`src/logic/dfp_defs.svh`:
```
// Constants for the debug flash programming port: addresses, codes, frame counts.
`ifndef DFP_DEFS_SVH
`define DFP_DEFS_SVH

// Address select values for the data register set.
`define DFP_ADDR_PART_ID 8'h00
`define DFP_ADDR_REV_ID 8'h01
`define DFP_ADDR_FP_CTL 8'h02
`define DFP_ADDR_FP_DATA 8'had

// Flash command codes carried by the flash programming data register.
`define DFP_CMD_BLOCK_READ 8'h06
`define DFP_CMD_BLOCK_WRITE 8'h07
`define DFP_CMD_PAGE_ERASE 8'h08
`define DFP_CMD_DEVICE_ERASE 8'h03

// Link instruction codes, two bits, sent least significant bit first.
`define DFP_INS_DATA_RD 2'h0
`define DFP_INS_DATA_WR 2'h1
`define DFP_INS_ADDR_RD 2'h2
`define DFP_INS_ADDR_WR 2'h3

// Frame field lengths, counted as last bit index.
`define DFP_INS_LAST 3'h1
`define DFP_BYTE_LAST 3'h7

// Reset values.
`define DFP_ADDR_RESET 8'h00
`define DFP_CTL_RESET 8'h00
`define DFP_DATA_RESET 8'h00

`endif

```
`src/logic/dfp_pkg.sv`:
```
// Types for the debug flash programming port.
package dfp_pkg;

  // Link frame states.
  typedef enum logic [1:0] {
    DFP_IDLE,
    DFP_INS,
    DFP_WDATA,
    DFP_RDATA
  } dfp_link_state_t;

  // Decoded flash commands.
  typedef enum logic [2:0] {
    DFP_FC_NONE,
    DFP_FC_BLOCK_READ,
    DFP_FC_BLOCK_WRITE,
    DFP_FC_PAGE_ERASE,
    DFP_FC_DEVICE_ERASE
  } dfp_flash_cmd_t;

endpackage

```
`src/logic/dfp_top.sv`:
```
// Debug flash programming port: two-wire link, register set and pin sharing.
//
// Overview of operation
// RL1: Flash data register takes commands, addresses, data from host and returns data bytes.
// RL2: Codes 0x06 and 0x07 start block read and block write; both decoded.
// RL3: Code 0x08 starts single page erase; code 0x03 erases whole device.
// RL4: Host talks on the link only while the device is halted.
// RL5: While halted, peripherals and user program execution are stalled.
// RL6: Halted port takes reset pin as link clock and a port pin as data.
// RL7: Data shares a general-purpose pin only on the small package variant.
// RL8: User logic feeding the shared pin holds it steady while halted.
// RL9: The reset pin doubling as link clock is only an input, never driven.
// RL10: Address select picks identifier, revision, control or flash data register.
// RL11: Link uses one host-driven clock and one bidirectional data line.
// RL12: Part identifier is eight bits, read-only, fixed, and ignores writes.
`include "dfp_defs.svh"
`timescale 1ns/1ps
`default_nettype none

module dfp_top #(
  parameter logic [7:0] PART_CODE = 8'h5a, // Arbitrary value.
  parameter logic [7:0] REV_CODE = 8'h01   // Arbitrary value.
) (
  input wire logic clk_i,
  input wire logic resetn_i,
  input wire logic halt_i,
  input wire logic small_pkg_i,
  output logic stall_o,
  output logic core_reset_o,
  input wire logic debug_clock_pin_i,
  input wire logic shared_pin_i,
  output logic shared_pin_o,
  output logic shared_pin_oe_o,
  input wire logic dedicated_pin_i,
  output logic dedicated_pin_o,
  output logic dedicated_pin_oe_o,
  input wire logic user_data_i,
  input wire logic user_data_oe_i,
  output logic user_data_o,
  output logic [7:0] flash_ctl_o,
  output logic flash_cmd_valid_o,
  output dfp_pkg::dfp_flash_cmd_t flash_cmd_o,
  output logic flash_byte_valid_o,
  output logic [7:0] flash_byte_o,
  output logic flash_rd_o,
  input wire logic flash_rdata_valid_i,
  input wire logic [7:0] flash_rdata_i,
  input wire logic flash_done_i
);

  // ----------------------------------------------------------------
  // Functions
  // ----------------------------------------------------------------

  // Decodes a byte written while no flash sequence is open.
  function automatic dfp_pkg::dfp_flash_cmd_t decode_cmd(input logic [7:0] code);
    dfp_pkg::dfp_flash_cmd_t cmd;
    cmd = dfp_pkg::DFP_FC_NONE;
    unique case (code)
      `DFP_CMD_BLOCK_READ: cmd = dfp_pkg::DFP_FC_BLOCK_READ; // RL2
      `DFP_CMD_BLOCK_WRITE: cmd = dfp_pkg::DFP_FC_BLOCK_WRITE; // RL2
      `DFP_CMD_PAGE_ERASE: cmd = dfp_pkg::DFP_FC_PAGE_ERASE; // RL3
      `DFP_CMD_DEVICE_ERASE: cmd = dfp_pkg::DFP_FC_DEVICE_ERASE; // RL3
      default: cmd = dfp_pkg::DFP_FC_NONE;
    endcase
    return cmd;
  endfunction

  // Returns the data register picked by the address select value.
  function automatic logic [7:0] read_reg(input logic [7:0] sel, input logic [7:0] ctl,
                                          input logic [7:0] dat);
    logic [7:0] val;
    val = 8'h00;
    unique case (sel)
      `DFP_ADDR_PART_ID: val = PART_CODE; // RL12
      `DFP_ADDR_REV_ID: val = REV_CODE;
      `DFP_ADDR_FP_CTL: val = ctl;
      `DFP_ADDR_FP_DATA: val = dat;
      default: val = 8'h00;
    endcase
    return val;
  endfunction

  // ----------------------------------------------------------------
  // Pin synchronisers and strap capture
  // ----------------------------------------------------------------

  logic [2:0] pin_sync;
  logic clk_s;
  logic clk_d;
  logic clk_rise;
  logic data_s;
  logic small_pkg;
  logic strap_done;

  dfp_sync #(
    .WIDTH(3)
  ) u_sync (
    .clk_i(clk_i),
    .resetn_i(resetn_i),
    .async_i({dedicated_pin_i, shared_pin_i, debug_clock_pin_i}),
    .sync_o(pin_sync)
  );

  assign clk_s = pin_sync[0];
  assign data_s = small_pkg ? pin_sync[1] : pin_sync[2]; // RL7

  // Catches the package strap once, on the first edge after reset release.
  always_ff @(posedge clk_i)
  begin
    if (!resetn_i)
    begin
      strap_done <= 1'b0;
      small_pkg <= 1'b0;
    end
    else if (!strap_done)
    begin
      strap_done <= 1'b1;
      small_pkg <= small_pkg_i;
    end
  end

  // Delays the synchronised link clock to find its rising edges.
  always_ff @(posedge clk_i)
  begin
    if (!resetn_i)
      clk_d <= 1'b0;
    else
      clk_d <= clk_s;
  end

  assign clk_rise = clk_s & ~clk_d & halt_i; // RL4 RL11

  // ----------------------------------------------------------------
  // Halt and pin sharing
  // ----------------------------------------------------------------

  // Stalls the core while halted; the reset pin resets the core only when running.
  assign stall_o = halt_i; // RL5
  assign core_reset_o = ~clk_s & ~halt_i; // RL6 RL9

  // ----------------------------------------------------------------
  // Link frame engine
  // ----------------------------------------------------------------

  dfp_pkg::dfp_link_state_t state;
  logic [2:0] bit_cnt;
  logic [1:0] ins;
  logic [7:0] shift;
  logic wr_done;
  logic rd_done;
  logic drive;
  logic [7:0] addr_sel;
  logic [7:0] fp_ctl;
  logic [7:0] fp_data;
  logic flash_open;

  // Frame: start bit 1, two instruction bits, then eight data bits either way.
  always_ff @(posedge clk_i)
  begin
    if (!resetn_i || !halt_i)
    begin
      state <= dfp_pkg::DFP_IDLE;
      bit_cnt <= 3'h0;
      ins <= 2'h0;
      shift <= 8'h00;
    end
    else if (clk_rise)
    begin
      unique case (state)
        dfp_pkg::DFP_IDLE:
        begin
          bit_cnt <= 3'h0;
          if (data_s)
            state <= dfp_pkg::DFP_INS;
        end
        dfp_pkg::DFP_INS:
        begin
          ins <= {data_s, ins[1]};
          bit_cnt <= bit_cnt + 3'h1;
          if (bit_cnt == `DFP_INS_LAST)
          begin
            bit_cnt <= 3'h0;
            if ({data_s, ins[1]} == `DFP_INS_ADDR_RD)
            begin
              // First bit 0 with second bit 1 is address read.
              state <= dfp_pkg::DFP_RDATA;
              shift <= addr_sel;
            end
            else if ({data_s, ins[1]} == `DFP_INS_DATA_RD)
            begin
              state <= dfp_pkg::DFP_RDATA;
              shift <= read_reg(addr_sel, fp_ctl, fp_data); // RL10
            end
            else
              state <= dfp_pkg::DFP_WDATA;
          end
        end
        dfp_pkg::DFP_WDATA:
        begin
          shift <= {data_s, shift[7:1]};
          bit_cnt <= bit_cnt + 3'h1;
          if (bit_cnt == `DFP_BYTE_LAST)
            state <= dfp_pkg::DFP_IDLE;
        end
        dfp_pkg::DFP_RDATA:
        begin
          shift <= {1'b0, shift[7:1]};
          bit_cnt <= bit_cnt + 3'h1;
          if (bit_cnt == `DFP_BYTE_LAST)
            state <= dfp_pkg::DFP_IDLE;
        end
      endcase
    end
  end

  // Frame completion strobes.
  assign wr_done = clk_rise && state == dfp_pkg::DFP_WDATA && bit_cnt == `DFP_BYTE_LAST;
  assign rd_done = clk_rise && state == dfp_pkg::DFP_RDATA && bit_cnt == `DFP_BYTE_LAST
                   && ins == `DFP_INS_DATA_RD && addr_sel == `DFP_ADDR_FP_DATA;

  // Data line drive: device owns the line only during the read data field.
  always_ff @(posedge clk_i)
  begin
    if (!resetn_i)
      drive <= 1'b0;
    else
      drive <= halt_i && state == dfp_pkg::DFP_RDATA
               && !(clk_rise && bit_cnt == `DFP_BYTE_LAST);
  end

  // Steers the data line to the shared or dedicated pin.
  assign shared_pin_o = (halt_i && small_pkg) ? shift[0] : user_data_i; // RL6 RL7
  assign shared_pin_oe_o = (halt_i && small_pkg) ? drive : user_data_oe_i; // RL8
  assign dedicated_pin_o = shift[0];
  assign dedicated_pin_oe_o = drive & ~small_pkg; // RL7
  assign user_data_o = pin_sync[1];

  // ----------------------------------------------------------------
  // Register set
  // ----------------------------------------------------------------

  // Address select and control register writes; identifier writes are dropped.
  always_ff @(posedge clk_i)
  begin
    if (!resetn_i)
    begin
      addr_sel <= `DFP_ADDR_RESET;
      fp_ctl <= `DFP_CTL_RESET;
    end
    else if (wr_done)
    begin
      if (ins == `DFP_INS_ADDR_WR)
        addr_sel <= shift[7:1] == 7'h00 ? {data_s, 7'h00} : {data_s, shift[7:1]};
      else if (addr_sel == `DFP_ADDR_FP_CTL)
        fp_ctl <= {data_s, shift[7:1]}; // RL10 RL12
    end
  end

  assign flash_ctl_o = fp_ctl;

  // Flash data register: host write wins over returned flash data.
  always_ff @(posedge clk_i)
  begin
    if (!resetn_i)
      fp_data <= `DFP_DATA_RESET;
    else if (wr_done && ins == `DFP_INS_DATA_WR && addr_sel == `DFP_ADDR_FP_DATA)
      fp_data <= {data_s, shift[7:1]}; // RL1
    else if (flash_rdata_valid_i)
      fp_data <= flash_rdata_i; // RL1
  end

  // ----------------------------------------------------------------
  // Flash sequence control
  // ----------------------------------------------------------------

  logic fp_write;
  assign fp_write = wr_done && ins == `DFP_INS_DATA_WR && addr_sel == `DFP_ADDR_FP_DATA;

  // First byte of a sequence is a command; later bytes are addresses or data.
  always_ff @(posedge clk_i)
  begin
    if (!resetn_i)
    begin
      flash_open <= 1'b0;
      flash_cmd_valid_o <= 1'b0;
      flash_cmd_o <= dfp_pkg::DFP_FC_NONE;
      flash_byte_valid_o <= 1'b0;
      flash_byte_o <= 8'h00;
      flash_rd_o <= 1'b0;
    end
    else
    begin
      flash_cmd_valid_o <= 1'b0;
      flash_byte_valid_o <= 1'b0;
      flash_rd_o <= rd_done; // RL1
      if (fp_write && !flash_open)
      begin
        flash_cmd_o <= decode_cmd({data_s, shift[7:1]}); // RL2 RL3
        if (decode_cmd({data_s, shift[7:1]}) != dfp_pkg::DFP_FC_NONE)
        begin
          flash_cmd_valid_o <= 1'b1;
          flash_open <= 1'b1;
        end
      end
      else if (fp_write)
      begin
        flash_byte_valid_o <= 1'b1; // RL1
        flash_byte_o <= {data_s, shift[7:1]};
      end
      else if (flash_done_i)
        flash_open <= 1'b0;
    end
  end

endmodule

`default_nettype wire

```
`src/logic/dfp_sync.sv`:
```
// Two flip-flop synchroniser for pin inputs.
`timescale 1ns/1ps
`default_nettype none

module dfp_sync #(
  parameter int WIDTH = 1
) (
  input wire logic clk_i,
  input wire logic resetn_i,
  input wire logic [WIDTH-1:0] async_i,
  output logic [WIDTH-1:0] sync_o
);

  logic [WIDTH-1:0] meta;

  // First stage feeds only the second stage.
  always_ff @(posedge clk_i)
  begin
    if (!resetn_i)
    begin
      meta <= '0;
      sync_o <= '0;
    end
    else
    begin
      meta <= async_i;
      sync_o <= meta;
    end
  end

endmodule

`default_nettype wire

```
`config.mk`:
```
export PLATFORM = sky130hd
export DESIGN_NAME = dfp_top
export DESIGN_NICKNAME = d
export VERILOG_FILES = /design/src/logic/dfp_pkg.sv /design/src/logic/dfp_top.sv /design/src/logic/dfp_sync.sv
export VERILOG_INCLUDE_DIRS = /design/src /design/src/logic
export SDC_FILE = /design/constraint.sdc
export NUM_CORES = 1
export LEC_CHECK = 0
export BUFFER_PORTS_ARGS = -buffer_cell sky130_fd_sc_hd__buf_2
export CORE_MARGIN = 3
export CORE_UTILIZATION = 55
export CTS_CLUSTER_DIAMETER = 80
export DETAILED_ROUTE_END_ITERATION = 6
export PLACE_DENSITY = 0.82
export SLEW_MARGIN = 0
export SYNTH_ARGS = -nofsm -noshare
export SYNTH_HDL_FRONTEND = slang
export SYNTH_SLANG_ARGS = --single-unit
```
`constraint.sdc`:
```
create_clock -name clk_i -period 6.3 [get_ports clk_i]
set_clock_uncertainty 0.05 [all_clocks]
set_input_delay 0.63 -clock clk_i [delete_from_list [all_inputs] [get_ports clk_i]]
set_output_delay 0.63 -clock clk_i [all_outputs]
set_load 0.01 [all_outputs]
```
==> impl_metrics.env, run 1 <==
export IMPL_outcome="completed"
export IMPL_initial_core_util=0.574
export IMPL_wl_per_cell_um=17.3
export IMPL_avgSynthCellArea_um2=8.33
export IMPL_dr_wl_met2_um=3950
export IMPL_pin_count=48
export IMPL_fin_cells=489
export IMPL_clk_latency_ns=0.35
export IMPL_hold_viol=0
export IMPL_numCtsBuffers=9
export IMPL_wl_met1_um=3620
export IMPL_synth_area_leaders="dfxtp_1 40%, o221ai_1 5.2%, nand2_1 5.2%, a21oi_1 4.4%, mux2i_1 4.1%"
export IMPL_synth_edff_count=0
export IMPL_fp_dieW_um=82.2
export IMPL_rsz0062_at_grt="false"
export IMPL_setup_worst_path_end_class="flip-flop"
export IMPL_max_cap_violations=0
export IMPL_cts_resized=0
export IMPL_cp_top_family="simple AND/OR/NAND/NOR gates"
export IMPL_cp_slowest_stage_delay_ns=0.74
export IMPL_timing_slew_headroom=0.270
export IMPL_crit_end="flash_byte_o[0]"
export IMPL_dieArea_um2=6760
export IMPL_start_kind="flip-flop"
export IMPL_report_final_slew_viol_count=0
export IMPL_yosys_area_top_type="dfxtp_1"
export IMPL_critical_path_arrival_ns=2.94
export IMPL_gr_total_overflow=0
export IMPL_r2r_start="addr_sel[1]"
export IMPL_cts_buffer_depth=2
export IMPL_fin_crit_sh=0.431
export IMPL_yosysWarnings=0
export IMPL_synth_commonest_cells="64 x dfxtp_1, 44 x nand2_1, 28 x a21oi_1"
export IMPL_fin_crit_ns=2.72
export IMPL_met3WireLength_um=726
export IMPL_dieHeight_um=82.2
export IMPL_placed_cells=473
export IMPL_dp_hpwl_um=5710
export IMPL_root_buffer="clkbuf_8"
export IMPL_critPathLaunch="addr_sel[1]"
export IMPL_synth_top_flop_cell="dfxtp_1"
export IMPL_required_ns=6.52
export IMPL_drtPass1Iterations=6
export IMPL_place_gp_congestion=0.881
export IMPL_r2r_slack_ns=3.58
export IMPL_worstSetupPathType="flip-flop to flip-flop"
export IMPL_switching_share=0.244
export IMPL_fmax_mhz=368
export IMPL_synth_cell_area_um2=3200
export IMPL_dpl_instance_area_um2=3390
export IMPL_io_buffers=47
export IMPL_diodes=0
export IMPL_power_leakage_uw=0.00131
export IMPL_final_cell_area_um2=3600
export IMPL_cp_max_fo=18
export IMPL_worstMarginPinSlew_ns=1.06
export IMPL_seqPwrFrac=0.503
export IMPL_grt_pass1_wl_um=13600
export IMPL_yosys_register_bits=64
export IMPL_setup_viol=0
export IMPL_synthCells=384
export IMPL_viasPerCell=6.22
export IMPL_nets=434
export IMPL_rows=27
export IMPL_syn_nets=406
export IMPL_crit_buf_inv=0
export IMPL_clkSinkCount=64
export IMPL_htreeDepth=3
export IMPL_synth_cell_types=55
export IMPL_antenna_found_initial=0
export IMPL_cts_setup_buffers=0
export IMPL_yosysTopAreaCellShare=0.401
export IMPL_drc=0
export IMPL_power_switching_uw=199
export IMPL_synth_async_reset_ratio=0
export IMPL_cts_tree="done"
export IMPL_synth_seq_area_share=0.401
export IMPL_grt_max_degree=37
export IMPL_cp_depth=4
export IMPL_combPwrFrac=0.045
export IMPL_r2r_end="flash_byte_o[0]"
export IMPL_power_density_nw_per_um2=227
export IMPL_clockPowerShare=0.451
export IMPL_antenna_left=0
export IMPL_area_delta_synth_final_pct=12.6
export IMPL_yosysMostFrequentCell="dfxtp_1"
export IMPL_top_layer_used="met4"
export IMPL_grtUsageTotal=0.266
export IMPL_worstRegToRegCells=4
export IMPL_ir_worst_vdd_mv=0.160
export IMPL_clkTransAtPathRegs_ns=0.07
export IMPL_core_area_um2=5570
export IMPL_drt_iter0_drc=384
export IMPL_fin_tns_setup_ns=0
export IMPL_slowest_stage="or4b_1"
export IMPL_intPower_uw=619
export IMPL_hold_buffers=0
export IMPL_hold_slack_ns=0.386
export IMPL_wl_um=8450
export IMPL_dr_total_vias=3042
export IMPL_drive_above_1_share=0.173
export IMPL_final_core_util=0.646
export IMPL_hold_path_class="flip-flop to flip-flop"
export IMPL_grt_pass1_vias=2753
export IMPL_crit_path_cell_trace="or4b_1 > or3_1 > nor3_4 > mux2i_1"
final cells by class:
type	instances	area [um2]
repair buffers	47	235
clock inverters	6	67.6
flip-flops and latches	64	1280
well taps	72	90.1
multi-input cells	273	1720
inverters	17	63.8
clock buffers	10	138
fillers	479	1970
how the worst min path moves through the flow:
| stage | end | startpoint | slack [ns] | cells past startpoint |
|---|---|---|---|---|
| detailed placement | u_sync.sync_o[0] | u_sync.meta[0] | 0.37 | 1 |
| global placement | u_sync.sync_o[1] | u_sync.meta[1] | 0.36 | 1 |
| finish | u_sync.sync_o[2] | u_sync.meta[2] | 0.39 | 1 |
| floorplan | u_sync.sync_o[0] | u_sync.meta[0] | 0.36 | 1 |
| global route | u_sync.sync_o[2] | u_sync.meta[2] | 0.41 | 1 |
| CTS | u_sync.sync_o[0] | u_sync.meta[0] | 0.39 | 1 |
through the flow:
step	power, uW	setup WS [ns]
finish	819	3.58
global route	844	3.41
CTS	819	3.58
detailed placement	458	3.47
global placement	457	3.55
floorplan	446	4.20
power by group through the flow:
stage	Clock [uW]	Sequential, uW	Combinational, uW
after floorplan	0	421	24.7
after global routing	390	413	40.9
after CTS	370	412	36.8
final	370	412	36.9
after global placement	0	421	35.9
after detailed placement	0	422	36.5
flip-flops by register name, summed over array words and instances (netlist names):
signal / flops
strap_done: 1
shift: 8
fp_data: 8
u_sync.meta: 3
flash_byte_valid_o: 1
flash_cmd_o: 3
bit_cnt: 3
flash_ctl_o: 8
flash_rd_o: 1
drive: 1
ins: 2
state: 2
flash_byte_o: 8
clk_d: 1
u_sync.sync_o: 3
flash_cmd_valid_o: 1
addr_sel: 8
small_pkg: 1
flash_open: 1
routing by layer:
layer | global-route usage | up-vias
met5 | 0 | -
met4 | 0.0947 | 0
met3 | 0.0683 | 15
met2 | 0.416 | 152
met1 | 0.354 | 1408
li1 | - | 1467
logic make-up after synthesis:
group | after synthesis | synth area share
DFF | 64 | 0.401
AOI/OAI and AO/OA | 98 | 0.213
adders and majority gates | 3 | 0.0117
muxes | 16 | 0.0513
buffers and inverters | 47 | 0.0599
and+or+nand+nor | 156 | 0.263
cells in the final DEF (no fill, tap or decap), drive strengths merged, types with 4 or more instances in the layout:
cell,count
dfxtp,64
buf,47
nand2,44
a21oi,28
nand3,25
o221ai,19
inv,18
o21ai,18
nor3,17
mux2i,13
and2,13
nor2,13
clkbuf,10
o311a,7
o211ai,7
nor2b,6
or3,6
nor3b,6
nand2b,4
Note: power is estimated with default switching activity, not from simulation.
==> run 2: changes to the inputs <==
==> constraint.sdc (replaced) <==
create_clock -name clk_i -period 2.6 [get_ports clk_i]
set_clock_uncertainty 0.05 [all_clocks]
set_input_delay 0.26 -clock clk_i [delete_from_list [all_inputs] [get_ports clk_i]]
set_output_delay 0.26 -clock clk_i [all_outputs]
set_load 0.01 [all_outputs]
==> run 2 against run 1 <==
Clock power increased by 140%. Critical path depth unchanged. First-iteration DRC count shrank 21%.
==> impl_metrics.env, run 2 (same netlist as run 1, synthesis figures left out) <==
export IMPL_outcome="completed"
export IMPL_hold_viol=0
export IMPL_gr_total_overflow=0
export IMPL_hold_path_class="input port to flip-flop"
export IMPL_io_buffers=47
export IMPL_place_gp_congestion=0.921
export IMPL_worstMarginPinSlew_ns=0.833
export IMPL_cts_buffer_depth=2
export IMPL_grt_pass1_vias=2831
export IMPL_numCtsBuffers=9
export IMPL_drt_iter0_drc=303
export IMPL_worstSetupPathType="flip-flop to flip-flop"
export IMPL_cts_setup_buffers=0
export IMPL_clkSinkCount=64
export IMPL_setup_worst_path_end_class="flip-flop"
export IMPL_required_ns=2.81
export IMPL_combPwrFrac=0.048
export IMPL_fmax_mhz=440
export IMPL_fin_tns_setup_ns=0
export IMPL_dp_hpwl_um=5920
export IMPL_grt_max_degree=31
export IMPL_fin_crit_sh=0.874
export IMPL_cp_max_fo=11
export IMPL_clockPowerShare=0.449
export IMPL_max_cap_violations=0
export IMPL_seqPwrFrac=0.503
export IMPL_antenna_found_initial=0
export IMPL_antenna_left=0
export IMPL_hold_buffers=0
export IMPL_cts_tree="done"
export IMPL_timing_slew_headroom=0.437
export IMPL_dieArea_um2=6760
export IMPL_clkTransAtPathRegs_ns=0.07
export IMPL_core_area_um2=5570
export IMPL_viasPerCell=6.14
export IMPL_grtUsageTotal=0.272
export IMPL_ir_worst_vdd_mv=0.381
export IMPL_intPower_uw=1520
export IMPL_wl_um=8500
export IMPL_fin_cells=503
export IMPL_fp_dieW_um=82.2
export IMPL_start_kind="flip-flop"
export IMPL_drc=0
export IMPL_root_buffer="clkbuf_8"
export IMPL_power_density_nw_per_um2=535
export IMPL_layout_common_cells="64 x dfxtp_1, 47 x buf_2, 44 x nand2_1"
export IMPL_critical_path_arrival_ns=2.48
export IMPL_pin_count=48
export IMPL_fin_crit_ns=2.27
export IMPL_report_final_slew_viol_count=0
export IMPL_slowest_stage="or4b_1"
export IMPL_dieHeight_um=82.2
export IMPL_drtPass1Iterations=4
export IMPL_area_delta_synth_final_pct=15.9
export IMPL_clk_latency_ns=0.34
export IMPL_final_common_cell="dfxtp_1"
export IMPL_grt_pass1_wl_um=13700
export IMPL_switching_share=0.232
export IMPL_crit_path_cell_trace="or4b_1 > or3_1 > nor3_4 > mux2i_1"
export IMPL_drive_above_1_share=0.200
export IMPL_rsz0062_at_grt="false"
export IMPL_power_switching_uw=461
export IMPL_nets=448
export IMPL_setup_viol=0
export IMPL_cp_slowest_stage_delay_ns=0.60
export IMPL_wl_per_cell_um=16.9
export IMPL_placed_cells=487
export IMPL_cts_resized=0
export IMPL_initial_core_util=0.574
export IMPL_dr_total_vias=3086
export IMPL_htreeDepth=3
export IMPL_rows=27
export IMPL_power_leakage_uw=0.00138
export IMPL_diodes=0
-- run 2: path summary, 6_finish.rpt --
check	startpoint	end	slack (ns)	cells past startpoint
setup reg to reg	addr_sel[1]	flash_byte_o[3]	0.33	4
hold / removal	resetn_i	strap_done	0.05	1
setup / recovery	addr_sel[1]	flash_byte_o[3]	0.33	4
hold reg to reg	u_sync.meta[0]	u_sync.sync_o[0]	0.39	1
-- run 2: per-stage QoR --
step | setup slack, ns | hold WS [ns] | cell area [um2] | utilization | power [uW]
final | 0.327 | 0.0535 | 3710 | 0.665 | 1980
after global routing | 0.227 | 0.0508 | 3710 | 0.665 | 2050
after CTS | 0.388 | 0.0461 | 3710 | 0.665 | 1990
after detailed placement | 0.413 | 0.369 | 3500 | 0.628 | 1110
after global placement | 0.479 | 0.364 | 3500 | 0.628 | 1110
after floorplan | 0.505 | 0.238 | 3200 | - | 1080
-- run 2: critical path: cells and delay by family (launching register included) --
| family | cells | cell delay, ns |
|---|---|---|
| DFF | 1 | 0.39 |
| muxes | 1 | 0.28 |
| and+or+nand+nor | 3 | 1.46 |
-- run 2: layer usage --
metal	GRT usage	wire [um]	vias to the layer above
met5	0	0	-
met1	0.359	3750	1428
met2	0.422	3840	142
met3	0.0477	651	25
li1	-	-	1491
met4	0.140	250	0
-- run 2: area by class of cell --
cell class	count	area (um2)
Inverter	17	63.8
Tap cell	72	90.1
Fill cell	486	1870
Clock buffer	11	151
Timing Repair Buffer	61	340
Clock inverter	5	55.1
Multi-Input combinational cell	273	1720
Sequential cell	64	1280
-- run 2: power by group through the flow --
| stage | clock network, uW | registers, uW | logic (uW) |
|---|---|---|---|
| floorplan | 0 | 1020 | 59.9 |
| global placement | 0 | 1020 | 91.0 |
| detailed placement | 0 | 1020 | 93.1 |
| CTS | 897 | 999 | 93.8 |
| global route | 946 | 1000 | 104 |
| finish | 891 | 999 | 94.3 |
